`config.mk`:
```
export PLATFORM = sky130hd
export DESIGN_NAME = nvs_host
export DESIGN_NICKNAME = d
export VERILOG_FILES = /design/src/nvs_pkg.sv /design/src/nvs_host.sv
export SDC_FILE = /design/constraint.sdc
export NUM_CORES = 1
export LEC_CHECK = 0
export ABC_AREA = 1
export BUFFER_PORTS_ARGS = -buffer_cell sky130_fd_sc_hd__clkbuf_2
export CAP_MARGIN = 20
export CORE_ASPECT_RATIO = 1.4
export CORE_UTILIZATION = 30
export DETAILED_ROUTE_END_ITERATION = 8
export MAX_ROUTING_LAYER = met4
export RECOVER_POWER = 50
export SKIP_LAST_GASP = 1
export SYNTH_ARGS = -nofsm -noshare
export SYNTH_HDL_FRONTEND = slang
export SYNTH_SLANG_ARGS = --single-unit
```
`constraint.sdc`:
```
create_clock -name ref_clk_i -period 1.79 [get_ports ref_clk_i]
set_input_delay 0.537 -clock ref_clk_i [delete_from_list [all_inputs] [get_ports ref_clk_i]]
set_output_delay 0.537 -clock ref_clk_i [all_outputs]
set_load 0.02 [all_outputs]
```
`src/nvs_pkg.sv`:
```
package nvs_pkg;

    // host request kinds
    typedef enum logic [1:0]
    {
        NVS_OP_READ = 2'b00,
        NVS_OP_WRITE = 2'b01,
        NVS_OP_SAVE = 2'b10,
        NVS_OP_RESTORE = 2'b11
    } nvs_op_t;

    // widths of the memory pins and of the wait counter
    localparam int NVS_ADDR_W = 15;
    localparam int NVS_DATA_W = 8;
    localparam int NVS_CNT_W = 20;

    // clock period and pin timing in their own units
    localparam int NVS_CLK_NS = 20;
    localparam int NVS_ACCESS_NS = 55;
    localparam int NVS_WPULSE_NS = 40;
    localparam int NVS_SAVE_MS = 10;
    localparam int NVS_RESTORE_US = 20;
    localparam int NVS_PWRUP_US = 550;

    // derived cycle counts, least times rounded up
    localparam int NVS_ACCESS_CYC = (NVS_ACCESS_NS + NVS_CLK_NS - 1) / NVS_CLK_NS;
    localparam int NVS_WPULSE_CYC = (NVS_WPULSE_NS + NVS_CLK_NS - 1) / NVS_CLK_NS;
    localparam int NVS_SAVE_CYC = (NVS_SAVE_MS * 1000000 + NVS_CLK_NS - 1) / NVS_CLK_NS;
    localparam int NVS_RESTORE_CYC = (NVS_RESTORE_US * 1000 + NVS_CLK_NS - 1) / NVS_CLK_NS;
    localparam int NVS_PWRUP_CYC = (NVS_PWRUP_US * 1000 + NVS_CLK_NS - 1) / NVS_CLK_NS;
    // read strobe covers access time plus the two-stage input synchroniser
    localparam int NVS_SYNC_CYC = 3;

    // software sequence codes on the low address bits
    localparam logic [13:0] NVS_SEQ0 = 14'h0E38;
    localparam logic [13:0] NVS_SEQ1 = 14'h31C7;
    localparam logic [13:0] NVS_SEQ2 = 14'h03E0;
    localparam logic [13:0] NVS_SEQ3 = 14'h3C1F;
    localparam logic [13:0] NVS_SEQ4 = 14'h303F;
    localparam logic [13:0] NVS_SEQ_SAVE = 14'h0FC0;
    localparam logic [13:0] NVS_SEQ_RESTORE = 14'h0C63;
    localparam logic [2:0] NVS_SEQ_LAST = 3'h5;

    // values after reset
    localparam logic [NVS_ADDR_W-1:0] NVS_ADDR_RST = 15'h0000;
    localparam logic [NVS_DATA_W-1:0] NVS_DATA_RST = 8'h00;

    // address of one step of the software sequence
    function automatic logic [NVS_ADDR_W-1:0] nvs_seq_addr(input logic [2:0] step,
                                                           input logic restore);
        logic [13:0] code;
        code = NVS_SEQ0;
        case (step)
            3'h0: code = NVS_SEQ0;
            3'h1: code = NVS_SEQ1;
            3'h2: code = NVS_SEQ2;
            3'h3: code = NVS_SEQ3;
            3'h4: code = NVS_SEQ4;
            default: code = restore ? NVS_SEQ_RESTORE : NVS_SEQ_SAVE;
        endcase
        return {1'b0, code};
    endfunction

endpackage

```
`src/nvs_host.sv`:
```
`timescale 1ns/100ps

module nvs_host #(
    parameter int SAVE_CYC = nvs_pkg::NVS_SAVE_CYC,
    parameter int PWRUP_CYC = nvs_pkg::NVS_PWRUP_CYC,
    parameter int RESTORE_CYC = nvs_pkg::NVS_RESTORE_CYC
) (
    input wire logic ref_clk_i,
    input wire logic rst_b_i,
    input wire logic req_i,
    input wire nvs_pkg::nvs_op_t req_op_i,
    input wire logic [nvs_pkg::NVS_ADDR_W-1:0] req_addr_i,
    input wire logic [nvs_pkg::NVS_DATA_W-1:0] req_wdata_i,
    output logic busy_o,
    output logic done_o,
    output logic [nvs_pkg::NVS_DATA_W-1:0] rdata_o,
    output logic chip_sel_b_o,
    output logic out_en_b_o,
    output logic write_en_b_o,
    output logic [nvs_pkg::NVS_ADDR_W-1:0] address_lines_o,
    output logic [nvs_pkg::NVS_DATA_W-1:0] data_lines_o,
    output logic data_lines_oe_o,
    input wire logic [nvs_pkg::NVS_DATA_W-1:0] data_lines_i
);
    import nvs_pkg::*;

    // counts the logic can hold
    initial
    begin
        if (SAVE_CYC < 1 || SAVE_CYC >= (1 << NVS_CNT_W) || PWRUP_CYC < 1 ||
            PWRUP_CYC >= (1 << NVS_CNT_W) || RESTORE_CYC < 1 ||
            RESTORE_CYC >= (1 << NVS_CNT_W))
        begin
            $error("nvs_host: wait count out of range");
        end
    end

    // controller states
    typedef enum logic [2:0]
    {
        ST_PWRUP = 3'b000,
        ST_IDLE = 3'b001,
        ST_SETUP = 3'b010,
        ST_STROBE = 3'b011,
        ST_RECOVER = 3'b100,
        ST_NVWAIT = 3'b101
    } nvs_state_t;

    localparam logic [NVS_CNT_W-1:0] RD_LOAD = NVS_CNT_W'(NVS_ACCESS_CYC + NVS_SYNC_CYC - 1);
    localparam logic [NVS_CNT_W-1:0] WR_LOAD = NVS_CNT_W'(NVS_WPULSE_CYC - 1);
    localparam logic [NVS_CNT_W-1:0] SAVE_LOAD = NVS_CNT_W'(SAVE_CYC - 1);
    localparam logic [NVS_CNT_W-1:0] REST_LOAD = NVS_CNT_W'(RESTORE_CYC - 1);
    localparam logic [NVS_CNT_W-1:0] PWRUP_LOAD = NVS_CNT_W'(PWRUP_CYC - 1);

    nvs_state_t state_r; // current state
    nvs_state_t state_nxt; // next state
    logic [NVS_CNT_W-1:0] cnt_r; // down counter of the current phase
    logic [NVS_CNT_W-1:0] cnt_nxt;
    nvs_op_t op_r; // latched request kind
    logic [2:0] step_r; // software sequence step
    logic [NVS_DATA_W-1:0] din_meta_r; // first synchroniser stage
    logic [NVS_DATA_W-1:0] din_sync_r; // second synchroniser stage
    logic busy_r;
    logic done_r;
    logic [NVS_DATA_W-1:0] rdata_r;
    logic cs_b_r;
    logic oe_b_r;
    logic we_b_r;
    logic [NVS_ADDR_W-1:0] pin_addr_r;
    logic [NVS_DATA_W-1:0] pin_data_r;
    logic pin_oe_r;

    // decoded conditions
    wire cnt_zero = (cnt_r == '0);
    wire is_seq = op_r[1]; // save or restore request
    wire is_write = (op_r == NVS_OP_WRITE);
    wire seq_last = (step_r == NVS_SEQ_LAST);
    wire take_req = (state_r == ST_IDLE) && req_i;
    // address of the next strobe: the user's, or the next code of a sequence
    wire [NVS_ADDR_W-1:0] next_addr = take_req ?
        (req_op_i[1] ? nvs_seq_addr(3'h0, req_op_i[0]) : req_addr_i) :
        nvs_seq_addr(step_r + 3'h1, op_r[0]);
    wire strobe_end = (state_r == ST_STROBE) && cnt_zero;
    wire finish = ((state_r == ST_RECOVER) && !is_seq) ||
                  ((state_r == ST_NVWAIT) && cnt_zero);

    // next state and counter
    always_comb
    begin
        state_nxt = state_r;
        cnt_nxt = cnt_zero ? cnt_r : cnt_r - 1'b1;
        case (state_r)
            ST_PWRUP, ST_NVWAIT:
            begin
                // wait out the power-up restore or a copy before any access
                if (cnt_zero)
                begin
                    state_nxt = ST_IDLE;
                end
            end
            ST_IDLE:
            begin
                if (req_i)
                begin
                    state_nxt = ST_SETUP;
                end
            end
            ST_SETUP:
            begin
                // strobe length by kind
                state_nxt = ST_STROBE;
                cnt_nxt = is_write ? WR_LOAD : RD_LOAD;
            end
            ST_STROBE:
            begin
                if (cnt_zero)
                begin
                    state_nxt = ST_RECOVER;
                end
            end
            ST_RECOVER:
            begin
                if (!is_seq)
                begin
                    state_nxt = ST_IDLE;
                end
                else if (!seq_last)
                begin
                    // next code read, nothing else in between
                    state_nxt = ST_SETUP;
                end
                else
                begin
                    // device busy with the copy, stay off its pins
                    state_nxt = ST_NVWAIT;
                    cnt_nxt = op_r[0] ? REST_LOAD : SAVE_LOAD;
                end
            end
            default:
            begin
                state_nxt = ST_IDLE;
            end
        endcase
    end

    // state register
    always_ff @(posedge ref_clk_i or negedge rst_b_i)
    begin
        if (!rst_b_i)
        begin
            state_r <= ST_PWRUP;
            cnt_r <= PWRUP_LOAD;
        end
        else
        begin
            state_r <= state_nxt;
            cnt_r <= cnt_nxt;
        end
    end

    // request latch and sequence step
    always_ff @(posedge ref_clk_i or negedge rst_b_i)
    begin
        if (!rst_b_i)
        begin
            op_r <= NVS_OP_READ;
            step_r <= 3'h0;
        end
        else if (take_req)
        begin
            op_r <= req_op_i;
            step_r <= 3'h0; // always start at the first code
        end
        else if ((state_r == ST_RECOVER) && is_seq && !seq_last)
        begin
            step_r <= step_r + 3'h1;
        end
    end

    // data pin synchroniser
    always_ff @(posedge ref_clk_i or negedge rst_b_i)
    begin
        if (!rst_b_i)
        begin
            din_meta_r <= NVS_DATA_RST;
            din_sync_r <= NVS_DATA_RST;
        end
        else
        begin
            din_meta_r <= data_lines_i;
            din_sync_r <= din_meta_r;
        end
    end

    // user side status and read data
    always_ff @(posedge ref_clk_i or negedge rst_b_i)
    begin
        if (!rst_b_i)
        begin
            busy_r <= 1'b1;
            done_r <= 1'b0;
            rdata_r <= NVS_DATA_RST;
        end
        else
        begin
            busy_r <= (state_nxt != ST_IDLE);
            done_r <= finish;
            if (strobe_end && (op_r == NVS_OP_READ))
            begin
                rdata_r <= din_sync_r;
            end
        end
    end

    // memory control pins
    always_ff @(posedge ref_clk_i or negedge rst_b_i)
    begin
        if (!rst_b_i)
        begin
            cs_b_r <= 1'b1;
            oe_b_r <= 1'b1;
            we_b_r <= 1'b1;
        end
        else if (state_r == ST_SETUP)
        begin
            // sequence reads keep write high and output enable high
            cs_b_r <= 1'b0;
            oe_b_r <= !(op_r == NVS_OP_READ);
            we_b_r <= !is_write;
        end
        else if (strobe_end)
        begin
            cs_b_r <= 1'b1;
            oe_b_r <= 1'b1;
            we_b_r <= 1'b1;
        end
    end

    // address and data pins, changed only while deselected
    always_ff @(posedge ref_clk_i or negedge rst_b_i)
    begin
        if (!rst_b_i)
        begin
            pin_addr_r <= NVS_ADDR_RST;
            pin_data_r <= NVS_DATA_RST;
            pin_oe_r <= 1'b0;
        end
        else if (take_req)
        begin
            // address and data settle a cycle before select falls
            pin_addr_r <= next_addr;
            pin_data_r <= req_wdata_i;
            pin_oe_r <= (req_op_i == NVS_OP_WRITE);
        end
        else if (state_r == ST_RECOVER)
        begin
            // select is already high here, so the address may move
            pin_oe_r <= 1'b0;
            if (is_seq && !seq_last)
            begin
                pin_addr_r <= next_addr;
            end
        end
    end

    assign busy_o = busy_r;
    assign done_o = done_r;
    assign rdata_o = rdata_r;
    assign chip_sel_b_o = cs_b_r;
    assign out_en_b_o = oe_b_r;
    assign write_en_b_o = we_b_r;
    assign address_lines_o = pin_addr_r;
    assign data_lines_o = pin_data_r;
    assign data_lines_oe_o = pin_oe_r;

    // checks on the pins this controller drives
    AST_READ_PINS: assert property (@(posedge ref_clk_i) disable iff (!rst_b_i)
        (!cs_b_r && !oe_b_r) |-> (we_b_r && !pin_oe_r))
        else $error("read strobe with write low or bus driven");
    AST_ADDR_STABLE: assert property (@(posedge ref_clk_i) disable iff (!rst_b_i)
        (!cs_b_r && $past(!cs_b_r)) |-> $stable(pin_addr_r))
        else $error("address moved while selected");
    AST_WRITE_OE_HIGH: assert property (@(posedge ref_clk_i) disable iff (!rst_b_i)
        !we_b_r |-> (oe_b_r && pin_oe_r && !cs_b_r))
        else $error("write with output enable low or data undriven");
    AST_WRITE_LEN: assert property (@(posedge ref_clk_i) disable iff (!rst_b_i)
        $fell(we_b_r) |-> (!we_b_r)[*2] ##1 (we_b_r && cs_b_r && pin_oe_r) ##1 !pin_oe_r)
        else $error("write pulse length or data hold wrong");
    AST_SEQ_WE_HIGH: assert property (@(posedge ref_clk_i) disable iff (!rst_b_i)
        (!cs_b_r && is_seq) |-> (we_b_r && oe_b_r))
        else $error("sequence step not a plain read");
    AST_SEQ_FIRST: assert property (@(posedge ref_clk_i) disable iff (!rst_b_i)
        ($fell(cs_b_r) && is_seq && step_r == 3'h0) |-> (pin_addr_r[13:0] == 14'h0E38))
        else $error("sequence did not start at first code");
    AST_SEQ_LAST: assert property (@(posedge ref_clk_i) disable iff (!rst_b_i)
        ($fell(cs_b_r) && is_seq && seq_last) |->
        (pin_addr_r[13:0] == (op_r[0] ? 14'h0C63 : 14'h0FC0)))
        else $error("sixth code address wrong");
    AST_NV_QUIET: assert property (@(posedge ref_clk_i) disable iff (!rst_b_i)
        $rose(state_r == ST_NVWAIT) |-> (cs_b_r && we_b_r && !pin_oe_r)[*8])
        else $error("pins touched during nonvolatile copy");
    AST_PWRUP_QUIET: assert property (@(posedge ref_clk_i) disable iff (!rst_b_i)
        (state_r == ST_PWRUP) |-> (cs_b_r && we_b_r && busy_r))
        else $error("access during power-up restore");

    COV_READ: cover property (@(posedge ref_clk_i) disable iff (!rst_b_i)
        done_r && op_r == NVS_OP_READ);
    COV_WRITE: cover property (@(posedge ref_clk_i) disable iff (!rst_b_i)
        done_r && op_r == NVS_OP_WRITE);
    COV_SAVE: cover property (@(posedge ref_clk_i) disable iff (!rst_b_i)
        done_r && op_r == NVS_OP_SAVE);
    COV_RESTORE: cover property (@(posedge ref_clk_i) disable iff (!rst_b_i)
        done_r && op_r == NVS_OP_RESTORE);

endmodule // nvs_host

```
# == Yosys cells after proc, flatten, opt, wreduce, memory -nomap -nowiden ==
# Cells that the tools add are included.
# totals
ram_bits,0
in_bits,36
output_inout_bits,37
memories,0
mem_bits_ro,0
word_cells,80
register_bits,81
latchBits,0
# op_classes
bitwise_logic,0
eq_ne,13
n_mux,27
div_mod_pow,0
magnitude_cmp,0
mul,0
n_reduce_logical,23
n_addsub,2
shift,0
# ops
cell,count
$mux W15,5
$pmux W14 S5,1
$mux W20,3
$pmux W20 S2,1
$mux W3,8
$logic_not A20 Y1,1
$sub A20 B1 Y20 const B,1
$mux W19,1
$pmux W3 S5,1
$eq A3 B2 Y1 const B,4
$eq A3 B3 Y1 const B,4
$mux W10,1
$logic_and A1 B1 Y1,8
$reduce_bool A2 Y1,4
$eq A3 B1 Y1 const B,2
$logic_not A3 Y1,2
$mux W1,6
$eq A2 B1 Y1 const B,2
$logic_not A1 Y1,4
$add A3 B1 Y3 const B,1
$ne A3 B1 Y1 const B,1
$logic_not A2 Y1,1
$reduce_and A2 Y1,1
$reduce_or A2 Y1,1
$logic_or A1 B1 Y1,1

# == Logic depth before layout (Yosys ltp) ==
# Gate-level depths: netlist of run 1.
# logic_depth
word_depth,7
depth_mapped,11
ltp_nobuf,11

# == Worst setup path after synthesis of run 1 ==
# No wires, ideal clock.
# synth_path
kind,register to register
from,reg step_r[0]
to,"reg pin_addr_r[0], in the netlist address_lines_o[0]"
setup_slack_ns,0.039
setup_ns,0.119
t_arrival_ns,1.632
n_path_buf,0
path_stages_with_launch,11
required_time_ns,1.671
cell_sequence,dfrtp_1 > ha_1 > ha_1 > nand2_1 > inv_1 > nor2_1 > nand2_1 > o21ai_2 > o21ai_1 > o22ai_1 > inv_1
# synth_via
elab_chain_cells,7
elab_cells_between_ends,16
classes_between,add/sub (1); eq/ne (5); mux (5); reduce/logical (5)
# synth_lines
element,line_no,source
"start, declared",nvs_host.sv:60,logic [2:0] step_r;
"start signal, assigned",nvs_host.sv:176,step_r <= step_r + 3'h1;
$add A3 B1 Y3,nvs_host.sv:82,"nvs_seq_addr(step_r + 3'h1, op_r[0]);"
$eq A3 B3 Y1 (tied with other cells),nvs_pkg.sv:53,case (step)
$pmux W14 S5,nvs_pkg.sv:53,
$mux W15,nvs_host.sv:80,wire [NVS_ADDR_W-1:0] next_addr = take_req ?
$mux W15,nvs_host.sv:259,if (is_seq && !seq_last)
$mux W15,nvs_host.sv:255,else if (state_r == ST_RECOVER)
$mux W15,nvs_host.sv:248,else if (take_req)
"end signal, assigned",nvs_host.sv:251,pin_addr_r <= next_addr;
"end signal, assigned",nvs_host.sv:261,pin_addr_r <= next_addr;
"end, declared",nvs_host.sv:69,logic [NVS_ADDR_W-1:0] pin_addr_r;
# Several ways; a longest one is shown, not always the timed one. The select of a mux whose other input is x is not followed.
# A chain may end at the register's enable or synchronous reset.

# == Worst setup path in the final report of run 1 ==
# layout_path
from,reg step_r[1]
to,"reg pin_addr_r[1], in the netlist address_lines_o[1]"
# Same word-level chain as after synthesis.

==> metrics.cfg, run 1 <==
[cells_and_area]
fin_area_mm2=0.00518
fin_util=0.400
fin_nets=620
final_cells=759
drive_gt1_frac=0.337
antenna_cells=0
area_growth_pct=29.7

[yosys]
yosysTopAreaCell=dfrtp_1
synthDistinctLibCells=34
ys.warnings.count=0
synth_nets=515
syn_inst=471
synth_area_leaders=dfrtp_1, nand2_1, dfstp_2, nand3_1, nor2_1
synth_seq_cells=81
yosysSeqAreaShare=0.512
synth_top_area_frac=0.420
avgSynthCellArea_um2=8.48
syn-cell-area_mm2=0.00399

[die]
die_w_um=99.5
ios=73
core_area_mm2=0.0129
dieHeight_um=139
rows=49
die_area_mm2=0.0138
initial_utilization=0.309

[place]
post-place-cells=731
dp_hpwl_um=7350
io_buffers=72
place_area_mm2=0.00468
globalplace.congestion=0.894

[detailed_routing]
wl_um=9740
vias_per_cell=4.51
first_iter_violations=146
vias=3426
wl_per_cell_um=12.8
ant_nets=0
firstDrtPassIters=4
drc=0

[critical_path]
crit_path_start_kind=flip-flop
critical_path.endpoint_type=flip-flop
critical_path_arrival_ns=1.96
cp-startpoint=step_r[1]
crit_end=address_lines_o[1]
setup.worst_path.class=flip-flop to flip-flop
required_ns=2.02
rr_endpoint=address_lines_o[1]
crit_fanout=3
rrSetupSlack_ns=0.06
rr_worst_depth=9
r2r-start=step_r[1]

[clock_tree]
numCtsBuffers=9
clk_pin_slew_ns=0.06
cts_max_level=3
cts_hold_buf=0
clock_insertion_delay_worst_skew_ns=0.34
cts.sinks=81
cts-root-buf=clkbuf_16
clockBufferDepth=2
cts_tree=built

[timing]
setup_viol=0
slew_headroom=0.514
hold_ws_ns=0.169
final.setup.tns_ns=0
clock.fmax_mhz=577
fin_crit_sh=0.968
hold_viol_final=0
drv_slew=0
tightest_slew_ns=0.730
finClkSkew_ns=0.00614
layout_min_cycle_time_ns=1.73
rsz0062_at_grt=yes

[power]
powerDensity_mw_per_mm2=769
p_leak_uw=0.00276
peakVddDrop_v=0.000343

[grt]
gr-total-overflow=0
grt_max_degree=31
grt_pass1_vias=3506
antenna_found_initial=0
track_usage=0.155
grt_pass1_wl_um=16200

[run_status]
status=finished clean

[min_path]
hp-class=input port to asynchronous set/reset pin

[job]
max_cap_viol_count=0

==> cell usage in the layout (no fill, tap or decap), types with 14 or more instances in the layout <==
cell type	n
a21oi_1	17
buf_4	21
clkbuf_2	74
dfrtp_1	65
dfstp_2	14
inv_1	35
nand2_1	132
nand3_1	36
nor2_1	42
nor2_2	17
==> kinds of logic after synthesis <==
family / count (synthesis) / synth area share
and+or+nand+nor: 267 / 0.315
DFF: 81 / 0.512
buffers and inverters: 57 / 0.0655
AOI/OAI and AO/OA: 53 / 0.0718
adders and majority gates: 8 / 0.0251
xor gates and xnor gates: 5 / 0.0110
==> how the worst min path moves through the flow <==
| stage | startpoint | endpoint | slack, ns | cells past startpoint |
|---|---|---|---|---|
| floorplan | rst_b_i | address_lines_o[0] | 0.24 | 0 |
| global placement | din_meta_r[5] | din_sync_r[5] | 0.33 | 0 |
| detailed placement | din_meta_r[2] | din_sync_r[2] | 0.33 | 0 |
| CTS | rst_b_i | cnt_r[10] | 0.03 | 1 |
| global route | rst_b_i | cnt_r[10] | 0.21 | 1 |
| finish | rst_b_i | cnt_r[10] | 0.17 | 1 |
==> metal layers <==
layer,global-route usage,vias up,share of wire
met2,0.268,82,0.54
met5,-,-,0
met4,0.0735,0,0.029
li1,-,1722,-
met3,0.0288,16,0.032
met1,0.170,1606,0.40
==> synth_stat cells <==
| cell type | instances |
|---|---|
| a21oi_1 | 19 |
| nor2_8 | 3 |
| inv_1 | 39 |
| nand3_1 | 37 |
| o21ai_0 | 14 |
| nand4_1 | 6 |
| nand3b_1 | 3 |
| inv_4 | 3 |
| nand2_4 | 1 |
| nand2_1 | 135 |
| inv_2 | 8 |
| nand3_4 | 1 |
| o22ai_1 | 4 |
| a31oi_1 | 2 |
| o211ai_1 | 1 |
| o21ai_2 | 1 |
| nand3_2 | 2 |
| nor3_4 | 1 |
| nor3_1 | 7 |
| a22o_1 | 1 |
| nand3b_2 | 1 |
| or2_2 | 2 |
| nor2_4 | 3 |
| buf_2 | 2 |
| dfstp_2 | 14 |
| ha_1 | 8 |
| nor2_1 | 48 |
| nor2_2 | 13 |
| buf_6 | 5 |
| a21o_2 | 1 |
| nand2_2 | 4 |
| o21ai_1 | 10 |
| xor2_1 | 5 |
| dfrtp_1 | 67 |
==> per-stage QoR <==
| stage | power (uW) | worst slack [ns] |
|---|---|---|
| 2_1_floorplan | 1890 | 0.0391 |
| 3_3_place_gp | 1980 | 0.0418 |
| 3_5_place_dp | 1980 | -0.0687 |
| 4_1_cts | 4050 | 0.0184 |
| 5_1_grt | 4120 | -0.0544 |
| 6_report | 3980 | 0.0567 |
==> state kept, by name, summed over array words and instances (netlist names) <==
register and flops:
data_lines_o 8, out_en_b_o 1, write_en_b_o 1, state_r 3
busy_o 1, din_sync_r 8, chip_sel_b_o 1, data_lines_oe_o 1
op_r 2, done_o 1, address_lines_o 15, rdata_o 8
cnt_r 20, din_meta_r 8, step_r 3
==> area by class of cell <==
class                           count  area, um^2
Tap cell                          178         223
Clock buffer                        9         225
Timing Repair Buffer              101         599
Inverter                           50         198
Sequential cell                    81        2050
Multi-Input combinational cell    333        1780
Clock inverter                      7         108
Fill cell                        1297        7760
==> report_power, final <==
part / internal (uW) / total (uW) / switching (uW)
logic: 29.0 / 78.3 / 49.3
registers: 1850 / 1850 / 4.67
clock network: 1250 / 2050 / 798
==> worst max-delay path: stages, from the launching register on <==
cell	delay, ns
dfrtp_2	0.44
ha_4	0.18
ha_4	0.28
nor2_1	0.06
nor2_2	0.14
nand2_1	0.09
o21ai_2	0.15
o21ai_2	0.09
o22ai_1	0.13
inv_1	0.06
==> repair_timing <==
action | CTS | global route
setup endpoints to repair | 8 | 23
cloned | 0 | 1
setup buffers | 0 | 11
pin swaps | 0 | 13
hold endpoints to repair | 0 | 0
resized for setup | 4 | 28
Note: power is estimated with default switching activity, not from simulation.
==> run 2, diff against run 1 <==
- clock period: 1.79 -> 1.6 ns (I/O delays scaled with it)
==> run 2 against run 1 <==
Compared with the run above:
- the run now ends with negative setup slack left
- clock skew up 0.0028 ns
- worst hold slack better by 0.071 ns
- sequential power up 12%
- clock power up 5%
- combinational power up 17%
- flip-flop and latch count unchanged
- via count up 7.8%
- register-to-register slack worse by 0.22 ns
- routed wire length up 14%
- count of clock-buffer cells in the layout unchanged
- highest routed layer unchanged
==> metrics.cfg, run 2 (synthesis results as in run 1) <==
[grt]
track_usage=0.163
grt_pass1_vias=3650
antenna_found_initial=0
gr-total-overflow=0
grt_max_degree=41
grt_pass1_wl_um=17200

[detailed_routing]
vias=3693
vias_per_cell=4.63
wl_um=11200
first_iter_violations=154
wl_per_cell_um=14.0
firstDrtPassIters=4
drc=0
ant_nets=0

[place]
globalplace.congestion=0.892
pre_cts_slack_ns=-0.126
post-place-cells=761
dp_hpwl_um=7850
io_buffers=72
place_area_mm2=0.00493

[critical_path]
critical_path.endpoint_type=flip-flop
worst_path_largest_cell_delay_ns=0.42
path_buf_inv=3
cp-startpoint=step_r[0]
rr_endpoint=address_lines_o[1]
crit_slowest_cell=dfrtp_1
crit_path_start_kind=flip-flop
cpLargestDelayFamily=adder cells
critical_path_arrival_ns=2.04
crit_chain=ha_4, ha_4, inv_4, a21oi_4, nand3_4, buf_6, o21ai_4, o22ai_1, inv_1
rr_worst_depth=9
cp_common_cell=ha_4
setup.worst_path.class=flip-flop to flip-flop
required_ns=1.88
rrSetupSlack_ns=-0.16
r2r-start=step_r[0]
crit_fanout=4

[clock_tree]
cts_tree=built
cts-root-buf=clkbuf_16
numCtsBuffers=9
clk_pin_slew_ns=0.07
cts.sinks=81
cts_max_level=3
clock_insertion_delay_worst_skew_ns=0.34
clockBufferDepth=2

[cells_and_area]
largest_reg_flops=20
most-common-layout-cells=nand2_1, clkbuf_2, dfrtp_1, buf_4, inv_1
regArea_mm2=0.00205
fin_nets=659
drive_gt1_frac=0.445
nFillCells=1230
fin_area_mm2=0.00575
layout_commonest_cell=nand2_1
antenna_cells=0
multi_input_area_mm2=0.00206
final_cells=798
area_growth_pct=44.0
top_register=cnt_r

[timing]
rsz0062_at_grt=yes
layout_min_cycle_time_ns=1.76
hold_viol_final=0
fin_crit_sh=1.10
slew_headroom=0.669
tightest_slew_ns=0.496
drv_slew=0
finClkSkew_ns=0.00891
final.setup.tns_ns=-1.33
clock.fmax_mhz=567
setup_ws_ns=-0.162
setup_viol=15

[run_status]
violations=negative setup slack
status=complete, but fails checks

[min_path]
holdPathStages=1
hp-class=input port to flip-flop
min-delay-start=data_lines_i[6]
min_delay_worst_endpoint=din_meta_r[6]

[die]
rows=49
dieHeight_um=139
die_w_um=99.5
die_area_mm2=0.0138
core_area_mm2=0.0129
ios=73
initial_utilization=0.309

[power]
power.share.clock=0.500
p_switching_uw=985
switching_share=0.227
peakVddDrop_v=0.000557
combPwrFrac=0.021
seqPwrFrac=0.479
p_leak_uw=0.00302
powerDensity_mw_per_mm2=753
p_int_uw=3350

[job]
max_cap_viol_count=0

-- run 2: cell types whose count changed in the layout (fill, tap and decap cells not counted), sizes merged --
cell         change
buf             +39
dlygate4sd3      +1
inv              -1
clkbuf           -2
nand3b           +1
clkinv           +2
bufinv           -1
-- run 2: repair_timing --
| action | 4_1_cts | 5_1_grt |
|---|---|---|
| pin swaps | 10 | 37 |
| hold buffers | 1 | 0 |
| endpoints found under the setup margin | 32 | 46 |
| gates resized for setup | 20 | 85 |
| endpoints found under the hold margin | 13 | 0 |
| setup buffers | 4 | 16 |
| gates cloned | 1 | 1 |
-- run 2: area by class of cell --
cell class                      instances  share of cell area
Clock inverter                          7              0.0150
Tap cell                              178              0.0387
Clock buffer                            9              0.0392
Sequential cell                        81               0.356
Multi-Input combinational cell        334               0.358
Inverter                               50              0.0352
Timing Repair Buffer                  139               0.158
-- run 2: per-layer routing --
| layer | wire length, um | part of all wire | global-route usage |
|---|---|---|---|
| met1 | 4280 | 0.38 | 0.182 |
| met2 | 6100 | 0.55 | 0.276 |
| met3 | 358 | 0.032 | 0.0278 |
| met4 | 412 | 0.037 | 0.0867 |
| met5 | 0 | 0 | - |
-- run 2: worst max-delay path by stage --
stage                                    end  slack (ns)  cells past startpoint
after floorplan           address_lines_o[0]       -0.01                     10
after global placement    address_lines_o[4]       -0.08                      8
after detailed placement  address_lines_o[3]       -0.13                      8
after CTS                 address_lines_o[0]       -0.08                     10
after global routing      address_lines_o[7]       -0.25                      8
final                     address_lines_o[1]       -0.16                      9
-- run 2: power groups by stage --
stage          clock network [uW]  logic [uW]  registers [uW]
2_1_floorplan                   0        2.36            2110
3_3_place_gp                    0         100            2110
3_5_place_dp                    0         102            2110
4_1_cts                      2210         105            2070
5_1_grt                      2290         106            2080
6_report                     2160        91.6            2080
-- run 2: metrics by stage --
step / hold slack (ns) / total power, uW / util
after floorplan: 0.184 / 2110 / -
after global placement: 0.332 / 2210 / 0.381
after detailed placement: 0.336 / 2210 / 0.381
after CTS: 0.227 / 4390 / 0.415
after global routing: 0.229 / 4480 / 0.445
final: 0.240 / 4330 / 0.445
